$ cat config.mk
export PLATFORM = sky130hd
export DESIGN_NAME = bch_host
export DESIGN_NICKNAME = d
export VERILOG_FILES = /design/src/common/bch_pkg.sv /design/src/common/bch_sync_if.sv /design/src/design/bch_host.sv /design/src/design/bch_sync.sv
export VERILOG_INCLUDE_DIRS = /design/src /design/src/common
export SDC_FILE = /design/constraint.sdc
export NUM_CORES = 1
export LEC_CHECK = 0
export BUFFER_PORTS_ARGS = -buffer_cell sky130_fd_sc_hd__clkbuf_2
export CORE_UTILIZATION = 57
export DETAILED_ROUTE_END_ITERATION = 12
export PLACE_DENSITY = 0.8
export SETUP_SLACK_MARGIN = 0.4
export SYNTH_ARGS = -nofsm -noshare
export SYNTH_HDL_FRONTEND = slang
export SYNTH_SLANG_ARGS = --single-unit
$ cat constraint.sdc
create_clock -name clk_i -period 2.6 [get_ports clk_i]
set_input_delay 0 -clock clk_i [delete_from_list [all_inputs] [get_ports clk_i]]
set_output_delay 0 -clock clk_i [all_outputs]
set_load 0.005 [all_outputs]
$ cat src/common/bch_defs.svh
`ifndef BCH_DEFS_SVH
`define BCH_DEFS_SVH

// ==========================================================================
// timing
// ==========================================================================
`define BCH_CLK_MHZ        125
`define BCH_CLK_NS         8
// power-on clear: 8 periods of the 400 kHz device oscillator
`define BCH_POR_NS         20000
`define BCH_POR_CYC        ((`BCH_POR_NS + `BCH_CLK_NS - 1) / `BCH_CLK_NS)
// stretched digit strobe width
`define BCH_STRETCH_US     60
`define BCH_STRETCH_CYC    (`BCH_STRETCH_US * `BCH_CLK_MHZ)
`define BCH_CNT_W          13
`define BCH_RDY_PULSES     2'h2

// ==========================================================================
// register offsets (byte addresses)
// ==========================================================================
`define BCH_ADR_CMD        8'h00
`define BCH_ADR_CFG        8'h04
`define BCH_ADR_STAT       8'h08
`define BCH_ADR_DIG_BASE   8'h40
`define BCH_ADR_DIG_LAST   8'h6c

// ==========================================================================
// field positions and reset values
// ==========================================================================
`define BCH_CMD_SEND       8
`define BCH_CMD_INIT       9
`define BCH_CMD_RECV       10
`define BCH_STAT_BUSY      0
`define BCH_STAT_READY     1
`define BCH_STAT_DONE      2
`define BCH_STAT_DEV_ERR   3
`define BCH_STAT_SIGN      4
`define BCH_STAT_FMT_ERR   5
`define BCH_MDC_RST        4'h8
`define BCH_MDC_MAX        4'h8

// ==========================================================================
// floating point digit layout
// ==========================================================================
`define BCH_DIG_N          12
`define BCH_POS_SIGN       4'h2
`define BCH_POS_POINT      4'h3
`define BCH_POS_LSD_OFS    4'h3
`define BCH_POINT_MSD      4'hb
`define BCH_POINT_TOP      4'hc

`endif

$ cat src/common/bch_pkg.sv
package bch_pkg;

    // ======================================================================
    // controller states, one-hot
    // ======================================================================
    typedef enum logic [8:0] {
        ST_IDLE      = 9'h001,
        ST_POR       = 9'h002,
        ST_SKIP      = 9'h004,
        ST_SEND_WAIT = 9'h008,
        ST_SEND_LOW  = 9'h010,
        ST_RECV_LOW  = 9'h020,
        ST_RECV_HIGH = 9'h040,
        ST_RECV_GATE = 9'h080,
        ST_RECV_TAKE = 9'h100
    } bch_state_e;

    typedef logic [3:0] bch_digit_t;

endpackage : bch_pkg

$ cat src/common/bch_sync_if.sv
`timescale 1ns/100ps

// ==========================================================================
// raw levels in, synchronised out
// ==========================================================================
interface bch_sync_if #(
    parameter int W = 3
);
    logic [W-1:0] raw;
    logic [W-1:0] sync;

    modport sink   (input raw, output sync);
    modport source (output raw, input sync);
endinterface : bch_sync_if

$ cat src/design/bch_host.sv
`timescale 1ns/100ps
`include "bch_defs.svh"

module bch_host #(
    parameter int STRETCH_CYC = `BCH_STRETCH_CYC
) (
    // clock and reset
    input  wire logic        clk_i,
    input  wire logic        rst_i,
    // wishbone slave
    input  wire logic        wb_cyc_i,
    input  wire logic        wb_stb_i,
    input  wire logic        wb_we_i,
    input  wire logic [7:0]  wb_adr_i,
    input  wire logic [3:0]  wb_sel_i,
    input  wire logic [31:0] wb_dat_i,
    output logic      [31:0] wb_dat_o,
    output logic             wb_ack_o,
    // device inputs side
    output logic      [5:0]  instr_in_lines_o,
    output logic             hold_o,
    output logic             por_o,
    // device outputs side
    input  wire logic        rdy_i,
    input  wire logic        digit_strobe_n_i,
    input  wire logic        instr_phase_select_i,
    input  wire logic        err_i,
    input  wire logic [3:0]  dig_out_i,
    // digit buffer gates
    output logic             buf_gate_a_o,
    output logic             buf_gate_b_o
);

    // ======================================================================
    // synchronisers
    // ======================================================================
    bch_sync_if #(.W(3)) sif ();

    assign sif.raw = {rdy_i, digit_strobe_n_i, instr_phase_select_i};

    bch_sync #(.W(3)) u_sync (
        .clk_i (clk_i),
        .rst_i (rst_i),
        .sig   (sif.sink)
    );

    logic rdy_s;
    logic das_s;
    logic instr_phase_select_s;
    assign rdy_s  = sif.sync[2];
    assign das_s  = sif.sync[1];
    assign instr_phase_select_s = sif.sync[0];

    // ======================================================================
    // edges and strobe stretcher
    // ======================================================================
    logic                  rdy_d;
    logic                  das_d;
    logic                  instr_phase_select_d;
    logic [`BCH_CNT_W-1:0] str_cnt;
    logic                  next_rdy_d;
    logic                  next_das_d;
    logic                  next_instr_phase_select_d;
    logic [`BCH_CNT_W-1:0] next_str_cnt;
    logic                  rdy_fall;
    logic                  instr_phase_select_rise;
    logic                  das_wide_n;

    assign rdy_fall  = rdy_d & ~rdy_s;
    assign instr_phase_select_rise = ~instr_phase_select_d & instr_phase_select_s;
    // 10 us pulse held low 60 us, inside 140 us
    assign das_wide_n = das_s & (str_cnt == '0);

    always_comb begin
        next_rdy_d   = rdy_s;
        next_das_d   = das_s;
        next_instr_phase_select_d  = instr_phase_select_s;
        next_str_cnt = str_cnt;
        if (das_d & ~das_s) begin
            next_str_cnt = STRETCH_CYC[`BCH_CNT_W-1:0];
        end else if (str_cnt != '0) begin
            next_str_cnt = str_cnt - 1'b1;
        end
    end

    always_ff @(posedge clk_i) begin
        if (rst_i) begin
            rdy_d   <= 1'b0;
            das_d   <= 1'b1;
            instr_phase_select_d  <= 1'b1;
            str_cnt <= '0;
        end else begin
            rdy_d   <= next_rdy_d;
            das_d   <= next_das_d;
            instr_phase_select_d  <= next_instr_phase_select_d;
            str_cnt <= next_str_cnt;
        end
    end

    // ======================================================================
    // control state machine and registers
    // ======================================================================
    bch_pkg::bch_state_e   state;
    bch_pkg::bch_state_e   next_state;
    logic [`BCH_CNT_W-1:0] tmr;
    logic [`BCH_CNT_W-1:0] next_tmr;
    logic [1:0]            pulses;
    logic [1:0]            next_pulses;
    logic [3:0]            pos;
    logic [3:0]            next_pos;
    logic [3:0]            mdc;
    logic [3:0]            next_mdc;
    logic [5:0]            word;
    logic [5:0]            next_word;
    logic                  recv_after;
    logic                  next_recv_after;
    logic                  ready;
    logic                  next_ready;
    logic                  done;
    logic                  next_done;
    logic                  hold;
    logic                  next_hold;
    logic                  por;
    logic                  next_por;
    logic                  gate;
    logic                  next_gate;
    bch_pkg::bch_digit_t   digs [`BCH_DIG_N];
    logic                  dig_we;
    logic                  wr;
    logic                  rd_acc;
    logic                  busy;

    assign busy   = (state != bch_pkg::ST_IDLE);
    assign wr     = wb_cyc_i & wb_stb_i & wb_we_i & ~wb_ack_o;
    assign rd_acc = wb_cyc_i & wb_stb_i & ~wb_ack_o;
    assign dig_we = (state == bch_pkg::ST_RECV_TAKE);

    // next state and commands; commands while busy are ignored
    always_comb begin
        next_state      = state;
        next_tmr        = tmr;
        next_pulses     = pulses;
        next_pos        = pos;
        next_mdc        = mdc;
        next_word       = word;
        next_recv_after = recv_after;
        next_ready      = ready;
        next_done       = done;
        next_hold       = hold;
        next_por        = 1'b0;
        next_gate       = 1'b0;
        // a done set below wins over this clear
        if (wr && wb_adr_i == `BCH_ADR_STAT && wb_sel_i[0] && wb_dat_i[`BCH_STAT_DONE]) begin
            next_done = 1'b0;
        end
        if (wr && wb_adr_i == `BCH_ADR_CFG && wb_sel_i[0] && !busy) begin
            if (wb_dat_i[3:0] != 4'h0 && wb_dat_i[3:0] <= `BCH_MDC_MAX) begin
                next_mdc = wb_dat_i[3:0];
            end
        end
        case (state)
            bch_pkg::ST_IDLE: begin
                if (wr && wb_adr_i == `BCH_ADR_CMD && wb_sel_i[1]) begin
                    if (wb_dat_i[`BCH_CMD_INIT]) begin
                        next_state  = bch_pkg::ST_POR;
                        next_tmr    = `BCH_CNT_W'(`BCH_POR_CYC);
                        next_por    = 1'b1;
                        next_hold   = 1'b0;
                        next_ready  = 1'b0;
                        next_pulses = 2'h0;
                    end else if (wb_dat_i[`BCH_CMD_SEND] && ready && wb_sel_i[0]) begin
                        // latch loads from the store data
                        next_word       = wb_dat_i[5:0];
                        next_recv_after = wb_dat_i[`BCH_CMD_RECV];
                        next_state      = bch_pkg::ST_SEND_WAIT;
                    end
                end
            end
            bch_pkg::ST_POR: begin
                // clear held 8 device clocks
                next_por = 1'b1;
                next_tmr = tmr - 1'b1;
                if (tmr == `BCH_CNT_W'(1)) begin
                    next_por   = 1'b0;
                    next_state = bch_pkg::ST_SKIP;
                end
            end
            bch_pkg::ST_SKIP: begin
                // two ready pulses after init
                if (rdy_fall) begin
                    next_pulses = pulses + 2'h1;
                    if (pulses + 2'h1 == `BCH_RDY_PULSES) begin
                        next_hold  = 1'b1;
                        next_ready = 1'b1;
                        next_state = bch_pkg::ST_IDLE;
                    end
                end
            end
            bch_pkg::ST_SEND_WAIT: begin
                // device waits while wait-request high
                if (rdy_s) begin
                    next_hold  = 1'b0;
                    next_state = bch_pkg::ST_SEND_LOW;
                end
            end
            bch_pkg::ST_SEND_LOW: begin
                // ready low: latch sampled
                if (!rdy_s) begin
                    next_hold = 1'b1;
                    next_pos  = `BCH_POS_SIGN;
                    if (recv_after) begin
                        next_state = bch_pkg::ST_RECV_LOW;
                    end else begin
                        next_done  = 1'b1;
                        next_state = bch_pkg::ST_IDLE;
                    end
                end
            end
            bch_pkg::ST_RECV_LOW: begin
                if (!das_wide_n) begin
                    next_state = bch_pkg::ST_RECV_HIGH;
                end else if (instr_phase_select_rise) begin
                    next_done  = 1'b1;
                    next_state = bch_pkg::ST_IDLE;
                end
            end
            bch_pkg::ST_RECV_HIGH: begin
                if (das_wide_n) begin
                    next_gate  = 1'b1;
                    next_state = bch_pkg::ST_RECV_GATE;
                end
            end
            bch_pkg::ST_RECV_GATE: begin
                next_state = bch_pkg::ST_RECV_TAKE;
            end
            bch_pkg::ST_RECV_TAKE: begin
                // advance; stop after last mantissa digit
                next_pos = pos + 4'h1;
                if (pos == mdc + `BCH_POS_LSD_OFS) begin
                    next_done  = 1'b1;
                    next_state = bch_pkg::ST_IDLE;
                end else begin
                    next_state = bch_pkg::ST_RECV_LOW;
                end
            end
            default: begin
                next_state = bch_pkg::ST_IDLE;
            end
        endcase
    end

    always_ff @(posedge clk_i) begin
        if (rst_i) begin
            state      <= bch_pkg::ST_IDLE;
            tmr        <= '0;
            pulses     <= 2'h0;
            pos        <= `BCH_POS_SIGN;
            mdc        <= `BCH_MDC_RST;
            word       <= 6'h00;
            recv_after <= 1'b0;
            ready      <= 1'b0;
            done       <= 1'b0;
            hold       <= 1'b0;
            por        <= 1'b0;
            gate       <= 1'b0;
        end else begin
            state      <= next_state;
            tmr        <= next_tmr;
            pulses     <= next_pulses;
            pos        <= next_pos;
            mdc        <= next_mdc;
            word       <= next_word;
            recv_after <= next_recv_after;
            ready      <= next_ready;
            done       <= next_done;
            hold       <= next_hold;
            por        <= next_por;
            gate       <= next_gate;
        end
    end

    // digit store, unreset so it maps to memory
    always_ff @(posedge clk_i) begin
        if (dig_we) begin
            digs[pos] <= dig_out_i;
        end
    end

    // ======================================================================
    // floating point view of captured number
    // ======================================================================
    logic       sign_neg;
    logic [3:0] point;
    logic [3:0] point_lsd;
    logic [3:0] int_digits;
    logic       fmt_err;

    assign sign_neg   = digs[`BCH_POS_SIGN][0];
    assign point      = digs[`BCH_POS_POINT];
    // msd is point value 11: integer digits = 12 - point
    assign int_digits = `BCH_POINT_TOP - point;
    assign point_lsd  = `BCH_POINT_TOP - mdc;
    assign fmt_err    = (point > `BCH_POINT_MSD) || (point < point_lsd);

    // ======================================================================
    // wishbone read mux and acknowledge
    // ======================================================================
    logic [31:0] rd_val;
    logic [31:0] next_dat;
    logic        next_ack;
    logic [3:0]  rd_idx;

    assign rd_idx = 4'((wb_adr_i - `BCH_ADR_DIG_BASE) >> 2);

    always_comb begin
        rd_val = 32'h0000_0000;
        if (wb_adr_i == `BCH_ADR_CMD) begin
            rd_val = {26'h000_0000, word};
        end else if (wb_adr_i == `BCH_ADR_CFG) begin
            rd_val = {28'h000_0000, mdc};
        end else if (wb_adr_i == `BCH_ADR_STAT) begin
            rd_val[`BCH_STAT_BUSY]    = busy;
            rd_val[`BCH_STAT_READY]   = ready;
            rd_val[`BCH_STAT_DONE]    = done;
            rd_val[`BCH_STAT_DEV_ERR] = err_i;
            rd_val[`BCH_STAT_SIGN]    = sign_neg;
            rd_val[`BCH_STAT_FMT_ERR] = fmt_err;
            rd_val[11:8]              = point;
            rd_val[15:12]             = int_digits;
            rd_val[19:16]             = point_lsd;
        end else if (wb_adr_i >= `BCH_ADR_DIG_BASE && wb_adr_i <= `BCH_ADR_DIG_LAST
                     && wb_adr_i[1:0] == 2'h0) begin
            rd_val = {28'h000_0000, digs[rd_idx]};
        end
        next_ack = rd_acc;
        next_dat = (rd_acc && !wb_we_i) ? rd_val : 32'h0000_0000;
    end

    always_ff @(posedge clk_i) begin
        if (rst_i) begin
            wb_ack_o <= 1'b0;
            wb_dat_o <= 32'h0000_0000;
        end else begin
            wb_ack_o <= next_ack;
            wb_dat_o <= next_dat;
        end
    end

    // ======================================================================
    // pin outputs, all registered
    // ======================================================================
    always_ff @(posedge clk_i) begin
        if (rst_i) begin
            instr_in_lines_o <= 6'h00;
            hold_o           <= 1'b0;
            por_o            <= 1'b0;
            buf_gate_a_o     <= 1'b0;
            buf_gate_b_o     <= 1'b0;
        end else begin
            instr_in_lines_o <= next_word;
            hold_o           <= next_hold;
            por_o            <= next_por;
            buf_gate_a_o     <= next_gate;
            buf_gate_b_o     <= next_gate;
        end
    end

endmodule : bch_host

$ cat src/design/bch_sync.sv
`timescale 1ns/100ps

// ==========================================================================
// two-stage synchroniser
// ==========================================================================
module bch_sync #(
    parameter int W = 3
) (
    // clock and reset
    input  wire logic clk_i,
    input  wire logic rst_i,
    // levels
    bch_sync_if.sink  sig
);
    logic [W-1:0] meta;
    logic [W-1:0] next_meta;
    logic [W-1:0] sync_q;
    logic [W-1:0] next_sync;

    // first stage is read only by the second
    always_comb begin
        next_meta = sig.raw;
        next_sync = meta;
    end

    always_ff @(posedge clk_i) begin
        if (rst_i) begin
            meta   <= '1;
            sync_q <= '1;
        end else begin
            meta   <= next_meta;
            sync_q <= next_sync;
        end
    end

    assign sig.sync = sync_q;
endmodule : bch_sync

==> impl_metrics.tcl, run 1 <==
set metrics [dict create \
    die_area_sq_um 11330 \
    power_switching_w 0.001380 \
    ys_seq_elements 132 \
    postRouteWirelength_microns 14320 \
    cp-start-kind "flip-flop" \
    final_cell_mix "dfxtp_1, clkbuf_2, edfxtp_1, nor2_1, buf_4" \
    clock_tree.root_cell "clkbuf_8" \
    setup_total_negative_slack_ns 0 \
    firstDrtPassIters 5 \
    num-fill-cells 659 \
    fin_nets 750 \
    port_buffers 60 \
    syn_to_final_growth_pct 24.63 \
    synth_area_per_cell_sq_um 10.87 \
    drive_gt1_share_pct 28.47 \
    netlist-cell-type-count 62 \
    path_max_fanout 5 \
    use_met3_pct 6.806 \
    grt_usage_pct 26.74 \
    h-tree-depth 4 \
    start_util_pct 59.44 \
    holdWs_ns 0.01376 \
    multi_input_area_sq_um 3005 \
    grt_busiest_layer "met2" \
    avgRoutedWirePerCell_microns 17.30 \
    via_per_inst 5.859 \
    final_antenna_net_count 0 \
    grt_max_degree 64 \
    finalHoldViolations 0 \
    worstHoldStart "wb_adr_i[0]" \
    numCtsBuffers 17 \
    syn_area_sq_um 6218 \
    gr-usage-met1_pct 32.72 \
    synth-main-ff-cell "dfxtp_1" \
    grt_use_met2_pct 44.29 \
    rows 37 \
    post-route-drc-count 0 \
    die_height_microns 106.5 \
    end_kind "flip-flop" \
    maxCapViolations 0 \
    n_antenna_cell 0 \
    dp_cells 755 \
    crit_path_max_incr_delay_ns 0.56 \
    grt_pass1_wl_microns 23180 \
    hp-class "in2reg" \
    dieWidth_microns 106.5 \
    pwr-share-comb_pct 14.9 \
    synthCells 572 \
    antenna_found_initial 0 \
    setup_viol 0 \
    drv_slew 0 \
    crit_chain "inv_2 > ha_4 > nor3b_4 > and4_4 > o22ai_2 > or4_4 > or4_4 > a21oi_2" \
    finalClockSkew_ns 0.003625 \
    clockBufferDepth 2 \
    place_congestion 0.8985 \
    netSwitchingFraction_pct 25.55 \
    grt_pass1_vias 4708 \
    crit_type "reg2reg" \
    worst_pin_slew_ns 0.6187 \
    layout_setup_ws_ns 0.2961 \
    grt_setup_unrepaired "true" \
    r2r_start "str_cnt[0]$_SDFFE_PP0P_" \
    cts_tree "done" \
    ys_warn_count 0 \
    place_ws_ns 0.1656 \
    cts.sinks 132 \
    p_leak_nw 2.924 \
    crit_required_ns 3.05 \
    outcome "complete, no violations" \
    ir_drop_mv 0.4670 \
    synth-edff-count 48 \
    critPathSlowestCell "or4_4" \
    cp.arrival_ns 2.76 \
    layout_min_cycle_time_ns 2.304 \
    grt-ovfl-total 0 \
    path_clk_slew_ns 0.06 \
    seqPwrFrac_pct 43.0 \
    fin_crit_sh_pct 88.61 \
    hpwlAfterDp_microns 9078 \
    ys_seq_area_share_pct 50.22 \
    fin_cells 828 \
    powerDensity_nw_per_um2 697.0 \
    max_freq_ghz 0.4340 \
    crit_path_frequent_cell "or4_4" \
    drt_iter0_markers 314 \
    relSlewSlack_pct 58.75 \
    layout.cells.most_common "dfxtp_1" \
    async_flop_share_pct 0 \
    power_frac_clock_pct 42.0 \
    vias 4851 \
    seqCellArea_sq_um 3134 \
    clk_latency_ns 0.53 \
    internal_power_w 0.004022 \
    core_area_sq_um 10460 \
    ios 100 \
    startpoint "str_cnt[0]$_SDFFE_PP0P_" \
]
area by class of cell:
class                      count  area share (%)
sequential                   132           40.44
clock buffer                  22           6.668
multi-input combinational    392           38.78
inverter                      21           1.017
clock inverter                10          0.8557
timing repair buffer         115           10.04
tap                          136           2.196
metal layers:
metal  share of wire [%]  vias up
met4                 2.6        0
met5                   0        -
li1                    -     2271
met2                  50      188
met1                  42     2357
met3                 6.1       35
worst max-delay path: cells and delay by family (launching register included):
family                     cells  cell delay, ns
AOI/OAI and AO/OA              2            0.22
and+or+nand+nor                4            1.46
DFF                            1            0.32
buffers and inverters          1            0.08
adders and majority gates      1            0.14
timing repair:
action,in CTS,in global routing
gates resized for setup,19,24
setup buffers,7,8
hold buffers,26,0
setup endpoints to repair,59,74
pin swaps,7,8
endpoints found under the hold margin,72,0
power groups by stage:
stage	Sequential [W]	Combinational [W]	Clock, W
after CTS	0.00232	0.000735	0.00229
after global routing	0.00233	0.000885	0.00238
after floorplan	0.00234	0.000547	0
after detailed placement	0.00236	0.000668	0
final	0.00232	0.000806	0.00227
after global placement	0.00235	0.000650	0
through the flow:
stage,power [W],util [%],area [sq um]
final,0.005402,74.07,7750
after global routing,0.005603,74.07,7750
after CTS,0.005346,72.66,7602
after detailed placement,0.003025,63.37,6630
after global placement,0.003000,63.37,6630
after floorplan,0.002885,-,6279
cell usage after synthesis (all sizes together), types with 7 or more instances:
library cell / count / area share [%]
buf: 24 / 2.6
mux4: 12 / 4.3
or3: 7 / 0.78
nor3: 29 / 3.3
nand3: 20 / 1.6
nor3b: 14 / 1.7
o21ai: 17 / 1.4
clkbuf: 16 / 0.97
and2: 11 / 1.1
xnor2: 17 / 2.4
edfxtp: 48 / 23
nand3b: 8 / 1.0
dfxtp: 84 / 27
nand2: 19 / 1.1
or2: 10 / 1.0
ha: 14 / 2.8
nor4b: 8 / 1.1
a21oi: 21 / 1.7
mux2i: 18 / 2.9
xor2: 15 / 2.1
inv: 21 / 1.3
nor2b: 10 / 1.0
nor2: 47 / 2.8
nor4: 9 / 1.2
and3: 9 / 0.91
nand2b: 9 / 0.91
cells by family (layout without fill, tap and decap cells):
family / Yosys count / count (layout) / synth area share [%]
simple gates: 229 / 229 / 22.37
flops: 132 / 132 / 50.22
compound gates: 72 / 72 / 7.525
buf+inv: 61 / 168 / 4.869
xor+xnor: 33 / 33 / 4.889
mux: 30 / 30 / 7.243
fa+ha+maj: 14 / 14 / 2.817
other cells: 1 / 14 / 0.06030
sequential cells by signal, indices dropped and copies added, names as in the netlist, 2 cells and up:
signal            flops
wb_dat_o             17
state                 9
pos                   4
u_sync.sig.sync       3
digs                 48
mdc                   4
u_sync.meta           3
str_cnt              13
tmr                  13
instr_in_lines_o      6
pulses                2
final timing paths:
| path | slack (ns) | cells past startpoint | to |
|---|---|---|---|
| min | 0.01 | 5 | state[0]$_SDFFE_PP1P_ |
| max | 0.30 | 8 | state[3]$_SDFFE_PP0P_ |
| max reg2reg | 0.30 | 8 | state[3]$_SDFFE_PP0P_ |
| min reg2reg | 0.41 | 1 | u_sync.sig.sync[2]$_SDFF_PP1_ |
Note: power is estimated with default switching activity, not from simulation.
==> run 2: changes to the inputs <==
BUFFER_PORTS_ARGS = not set   (was -buffer_cell sky130_fd_sc_hd__clkbuf_2)
CORE_UTILIZATION = 63   (was 57)
DONT_BUFFER_PORTS = 1   (was not set)
PLACE_DENSITY = 0.79   (was 0.8)
==> impl_metrics.tcl, run 2 (synthesis gave the netlist of run 1 again) <==
set metrics [dict create \
    outcome "complete, no violations" \
    max_freq_ghz 0.4336 \
    grt_max_degree 65 \
    die_height_microns 101.4 \
    largest_reg_flops 48 \
    fin_crit_sh_pct 88.70 \
    worst_pin_slew_ns 0.7951 \
    ios 100 \
    crit_chain "inv_2 > ha_4 > nor3b_4 > and4_4 > o22ai_2 > or4_4 > or4_4 > a21oi_2" \
    place_ws_ns 0.2007 \
    drv_slew 0 \
    place_congestion 0.8750 \
    fin_area_sq_um 7461 \
    post-route-drc-count 0 \
    start_util_pct 66.05 \
    critPathSlowestCell "or4_4" \
    clk_latency_ns 0.52 \
    drive_gt1_share_pct 20.79 \
    die_area_sq_um 10270 \
    hpwlAfterDp_microns 8762 \
    grt_usage_pct 29.08 \
    reg.largest.list "digs (48), wb_dat_o (17)" \
    layout.cells.most_common "dfxtp_1" \
    clockBufferDepth 2 \
    layout_min_cycle_time_ns 2.306 \
    grt-ovfl-total 0 \
    maxCapViolations 0 \
    crit_path_max_incr_delay_ns 0.58 \
    numCtsBuffers 17 \
    grt_pass1_wl_microns 22380 \
    firstDrtPassIters 5 \
    power_w 0.005400 \
    finalClockSkew_ns 0.007646 \
    crit_family "simple AND/OR/NAND/NOR gates" \
    worst-path-buf-inv 1 \
    placed_cell_area_sq_um 6321 \
    setup_total_negative_slack_ns 0 \
    vias 4733 \
    clock_tree.root_cell "clkbuf_8" \
    grt_pass1_vias 4441 \
    dieWidth_microns 101.4 \
    final_antenna_net_count 0 \
    p_leak_nw 2.647 \
    ir_drop_mv 0.6397 \
    relSlewSlack_pct 46.82 \
    path_max_fanout 5 \
    r2r_start "str_cnt[1]$_SDFFE_PP0P_" \
    drt_iter0_markers 352 \
    core_area_sq_um 9415 \
    worstHoldStart "wb_dat_i[8]" \
    rows 35 \
    hp-class "in2reg" \
    n_antenna_cell 0 \
    crit_path_frequent_cell "or4_4" \
    grt_setup_unrepaired "true" \
    powerDensity_nw_per_um2 723.8 \
    layout_setup_ws_ns 0.2939 \
    cp-start-kind "flip-flop" \
    path_clk_slew_ns 0.06 \
    antenna_found_initial 0 \
    via_per_inst 6.195 \
    finalHoldViolations 0 \
    syn_to_final_growth_pct 19.98 \
    h-tree-depth 4 \
    postRouteWirelength_microns 14630 \
    regMostFlops "digs" \
    port_buffers 0 \
    avgRoutedWirePerCell_microns 19.15 \
    crit_type "reg2reg" \
    cts.sinks 132 \
    cp.arrival_ns 2.74 \
    fin_util_pct 79.24 \
    final_cell_mix "dfxtp_1, edfxtp_1, nor2_1, dlygate4sd3_1, buf_4" \
    fin_nets 693 \
    crit_required_ns 3.04 \
    end_kind "flip-flop" \
    setup_viol 0 \
    startpoint "str_cnt[1]$_SDFFE_PP0P_" \
    cts_tree "done" \
]
==> run 2: cell type report <==
type,count,area [sq um]
flip-flops and latches,132,3137
repair buffers,58,534.3
well taps,129,161.4
fillers,559,1954
inverters,21,81.33
clock inverters,14,128.9
multi-input cells,392,3000
clock buffers,18,417.9
==> run 2: final timing paths <==
kind              cells after the start                          endpoint  slack, ns
hold / removal                        5  instr_in_lines_o[3]$_SDFFE_PP0P_      0.005
setup reg to reg                      8             state[3]$_SDFFE_PP0P_       0.29
hold reg to reg                       1     u_sync.sig.sync[2]$_SDFF_PP1_       0.41
setup / recovery                      8             state[3]$_SDFFE_PP0P_       0.29
==> run 2: timing repair <==
item                                    in CTS  in global routing
gates cloned                                 0                  0
endpoints found under the setup margin      49                 70
hold endpoints to repair                   132                  0
pin swaps                                    5                 11
hold buffers                                31                  0
gates resized for setup                     19                 23
buffers inserted                             5                  8
==> run 2: tightest hold or removal path: stages <==
cell	delay, ns
nand3_1	0.10
nor4_4	0.05
buf_6	0.14
mux2i_1	0.12
nor2_1	0.08
==> run 2: per-layer routing <==
metal | track usage, % | wire (microns)
met4 | 10.70 | 327
met5 | 0 | 0
met1 | 36.04 | 6060
met3 | 6.556 | 864
met2 | 49.92 | 7377
==> run 2: where the power goes <==
group	internal [W]	total [W]	switching, W	leakage, nW
Clock	0.00127	0.00220	0.000926	0.248
Sequential	0.00223	0.00233	0.000104	1.12
Combinational	0.000446	0.000869	0.000423	1.28
==> run 2: metrics by stage <==
step	hold WS (ns)	cells
3_5_place_dp	0.07825	688
2_1_floorplan	0.09887	585
4_1_cts	0.004872	756
5_1_grt	0.009111	764
6_report	0.004577	764
3_3_place_gp	0.07535	688
==> run 3: changes to the inputs <==
MAX_ROUTING_LAYER = met4   (was not set)
==> impl_metrics.tcl, run 3 (synthesis gave the netlist of run 1 again) <==
set metrics [dict create \
    place_congestion 0.8822 \
    drv_slew 0 \
    postRouteWirelength_microns 15190 \
    numCtsBuffers 17 \
    placed_cell_area_sq_um 6299 \
    outcome "finished, violations left" \
    final_cell_mix "dfxtp_1, edfxtp_1, nor2_1, dlygate4sd3_1, buf_4" \
    layout_min_cycle_time_ns 2.313 \
    crit_required_ns 3.06 \
    die_area_sq_um 10270 \
    start_util_pct 66.05 \
    grt_pass1_wl_microns 23130 \
    internal_power_w 0.004207 \
    grt_pass1_vias 4651 \
    via_per_inst 6.204 \
    violations "hold timing" \
    reg.largest.list "digs (48), wb_dat_o (17)" \
    grt_max_degree 65 \
    hpwlAfterDp_microns 8658 \
    seqPwrFrac_pct 41.6 \
    antenna_found_initial 0 \
    worst_pin_slew_ns 0.5648 \
    hp-class "in2reg" \
    power_frac_clock_pct 43.4 \
    vias 4777 \
    cts_hold_buffers 42 \
    post-route-drc-count 0 \
    cp.arrival_ns 2.77 \
    ir_drop_mv 0.7563 \
    cts.sinks 132 \
    syn_to_final_growth_pct 23.04 \
    critPathSlowestCell "or4_4" \
    clockBufferDepth 2 \
    pwr-share-comb_pct 15.0 \
    core_area_sq_um 9415 \
    finalClockSkew_ns 0.009092 \
    powerDensity_nw_per_um2 732.8 \
    num-fill-cells 531 \
    h-tree-depth 4 \
    cts_tree "done" \
    max_freq_ghz 0.4324 \
    netSwitchingFraction_pct 24.96 \
    p_leak_nw 2.701 \
    cp-start-kind "flip-flop" \
    grt_setup_unrepaired "true" \
    maxCapViolations 0 \
    holdWs_ns -0.4677 \
    regMostFlops "digs" \
    drive_gt1_share_pct 22.78 \
    rows 35 \
    fin_nets 699 \
    clk_latency_ns 0.53 \
    final_antenna_net_count 0 \
    power_w 0.005607 \
    path_max_fanout 4 \
    end_kind "flip-flop" \
    drt_iter0_markers 255 \
    grt_usage_pct 31.34 \
    path_clk_slew_ns 0.06 \
    clock_tree.root_cell "clkbuf_8" \
    ios 100 \
    crit_chain "or3_4 > nor3_4 > a41oi_2 > or4_4 > or4_1 > a21oi_1" \
    layout.cells.most_common "dfxtp_1" \
    largest_reg_flops 48 \
    setup_viol 0 \
    die_height_microns 101.4 \
    avgRoutedWirePerCell_microns 19.73 \
    n_antenna_cell 0 \
    dieWidth_microns 101.4 \
    fin_crit_sh_pct 88.95 \
    setup_total_negative_slack_ns 0 \
    crit_path_max_incr_delay_ns 0.57 \
    finalHoldViolations 47 \
    relSlewSlack_pct 62.22 \
    crit_type "reg2reg" \
    port_buffers 0 \
    power_switching_w 0.001399 \
    fin_area_sq_um 7651 \
    grt-ovfl-total 0 \
    firstDrtPassIters 5 \
]
==> run 3: cell types whose count changed in the layout (fill, tap and decap cells not counted), sizes merged <==
cell,delta
clkinvlp,-2
bufinv,+3
clkinv,+3
dlygate4sd3,+10
inv,-3
buf,-4
clkbuf,-1
==> run 3: final timing paths <==
kind                            depth (start not counted)                   start  slack [ns]                       to
worst min-delay path                                    1                   rst_i       -0.47  str_cnt[8]$_SDFFE_PP0P_
worst max-delay path                                    6     tmr[7]$_SDFFE_PP0P_        0.29    state[3]$_SDFFE_PP0P_
worst max register to register                          6     tmr[7]$_SDFFE_PP0P_        0.29    state[3]$_SDFFE_PP0P_
worst min register to register                          1  pulses[0]$_SDFFE_PP0P_        0.49   pulses[0]$_SDFFE_PP0P_
==> run 3: worst max-delay path, delay by kind of cell (launching register included) <==
family | cells | cell delay (ns)
AO/OA/AOI/OAI | 2 | 0.29
flip-flops | 1 | 0.32
AND/OR/NAND/NOR | 4 | 1.62
==> run 3: per-layer routing <==
| metal | vias to the layer above | global-route usage [%] | part of all wire, % |
|---|---|---|---|
| met5 | - | - | 0 |
| met4 | 0 | 15.38 | 2.9 |
| met3 | 46 | 8.144 | 6.8 |
| met2 | 219 | 51.70 | 51 |
| met1 | 2339 | 35.41 | 39 |
| li1 | 2173 | - | - |
==> run 3: what timing repair did <==
item / in CTS / in global routing
gates resized for setup: 19 / 50
setup endpoints to repair: 52 / 90
endpoints found under the hold margin: 132 / 47
setup buffers: 7 / 6
gates cloned: 0 / 0
pin swaps: 4 / 8
==> run 3: power by group through the flow <==
| stage | Clock [W] | Sequential (W) | Combinational, W |
|---|---|---|---|
| after floorplan | 0 | 0.00234 | 0.000547 |
| after global placement | 0 | 0.00235 | 0.000578 |
| after detailed placement | 0 | 0.00236 | 0.000601 |
| after CTS | 0.00243 | 0.00232 | 0.000753 |
| after global routing | 0.00253 | 0.00235 | 0.000919 |
| final | 0.00243 | 0.00233 | 0.000840 |
==> run 3: metrics by stage <==
step           instances  hold slack [ns]  util (%)  worst slack, ns
3_3_place_gp         685          0.07553     66.90           0.2855
4_1_cts              766          -0.4773     79.03           0.3180
6_report             770          -0.4677     81.26           0.2874
3_5_place_dp         685          0.07727     66.90           0.2098
5_1_grt              770          -0.4849     81.26           0.2104
2_1_floorplan        585          0.09887         -           0.3322
==> run 3: final cells by class <==
class	count	area, sq um	area share [%]
flip-flops and latches	132	3144	41.10
multi-input cells	392	3080	40.26
repair buffers	64	584.3	7.637
clock buffers	17	414.1	5.413
clock inverters	15	187.7	2.453
well taps	129	161.4	2.110
inverters	21	78.83	1.030
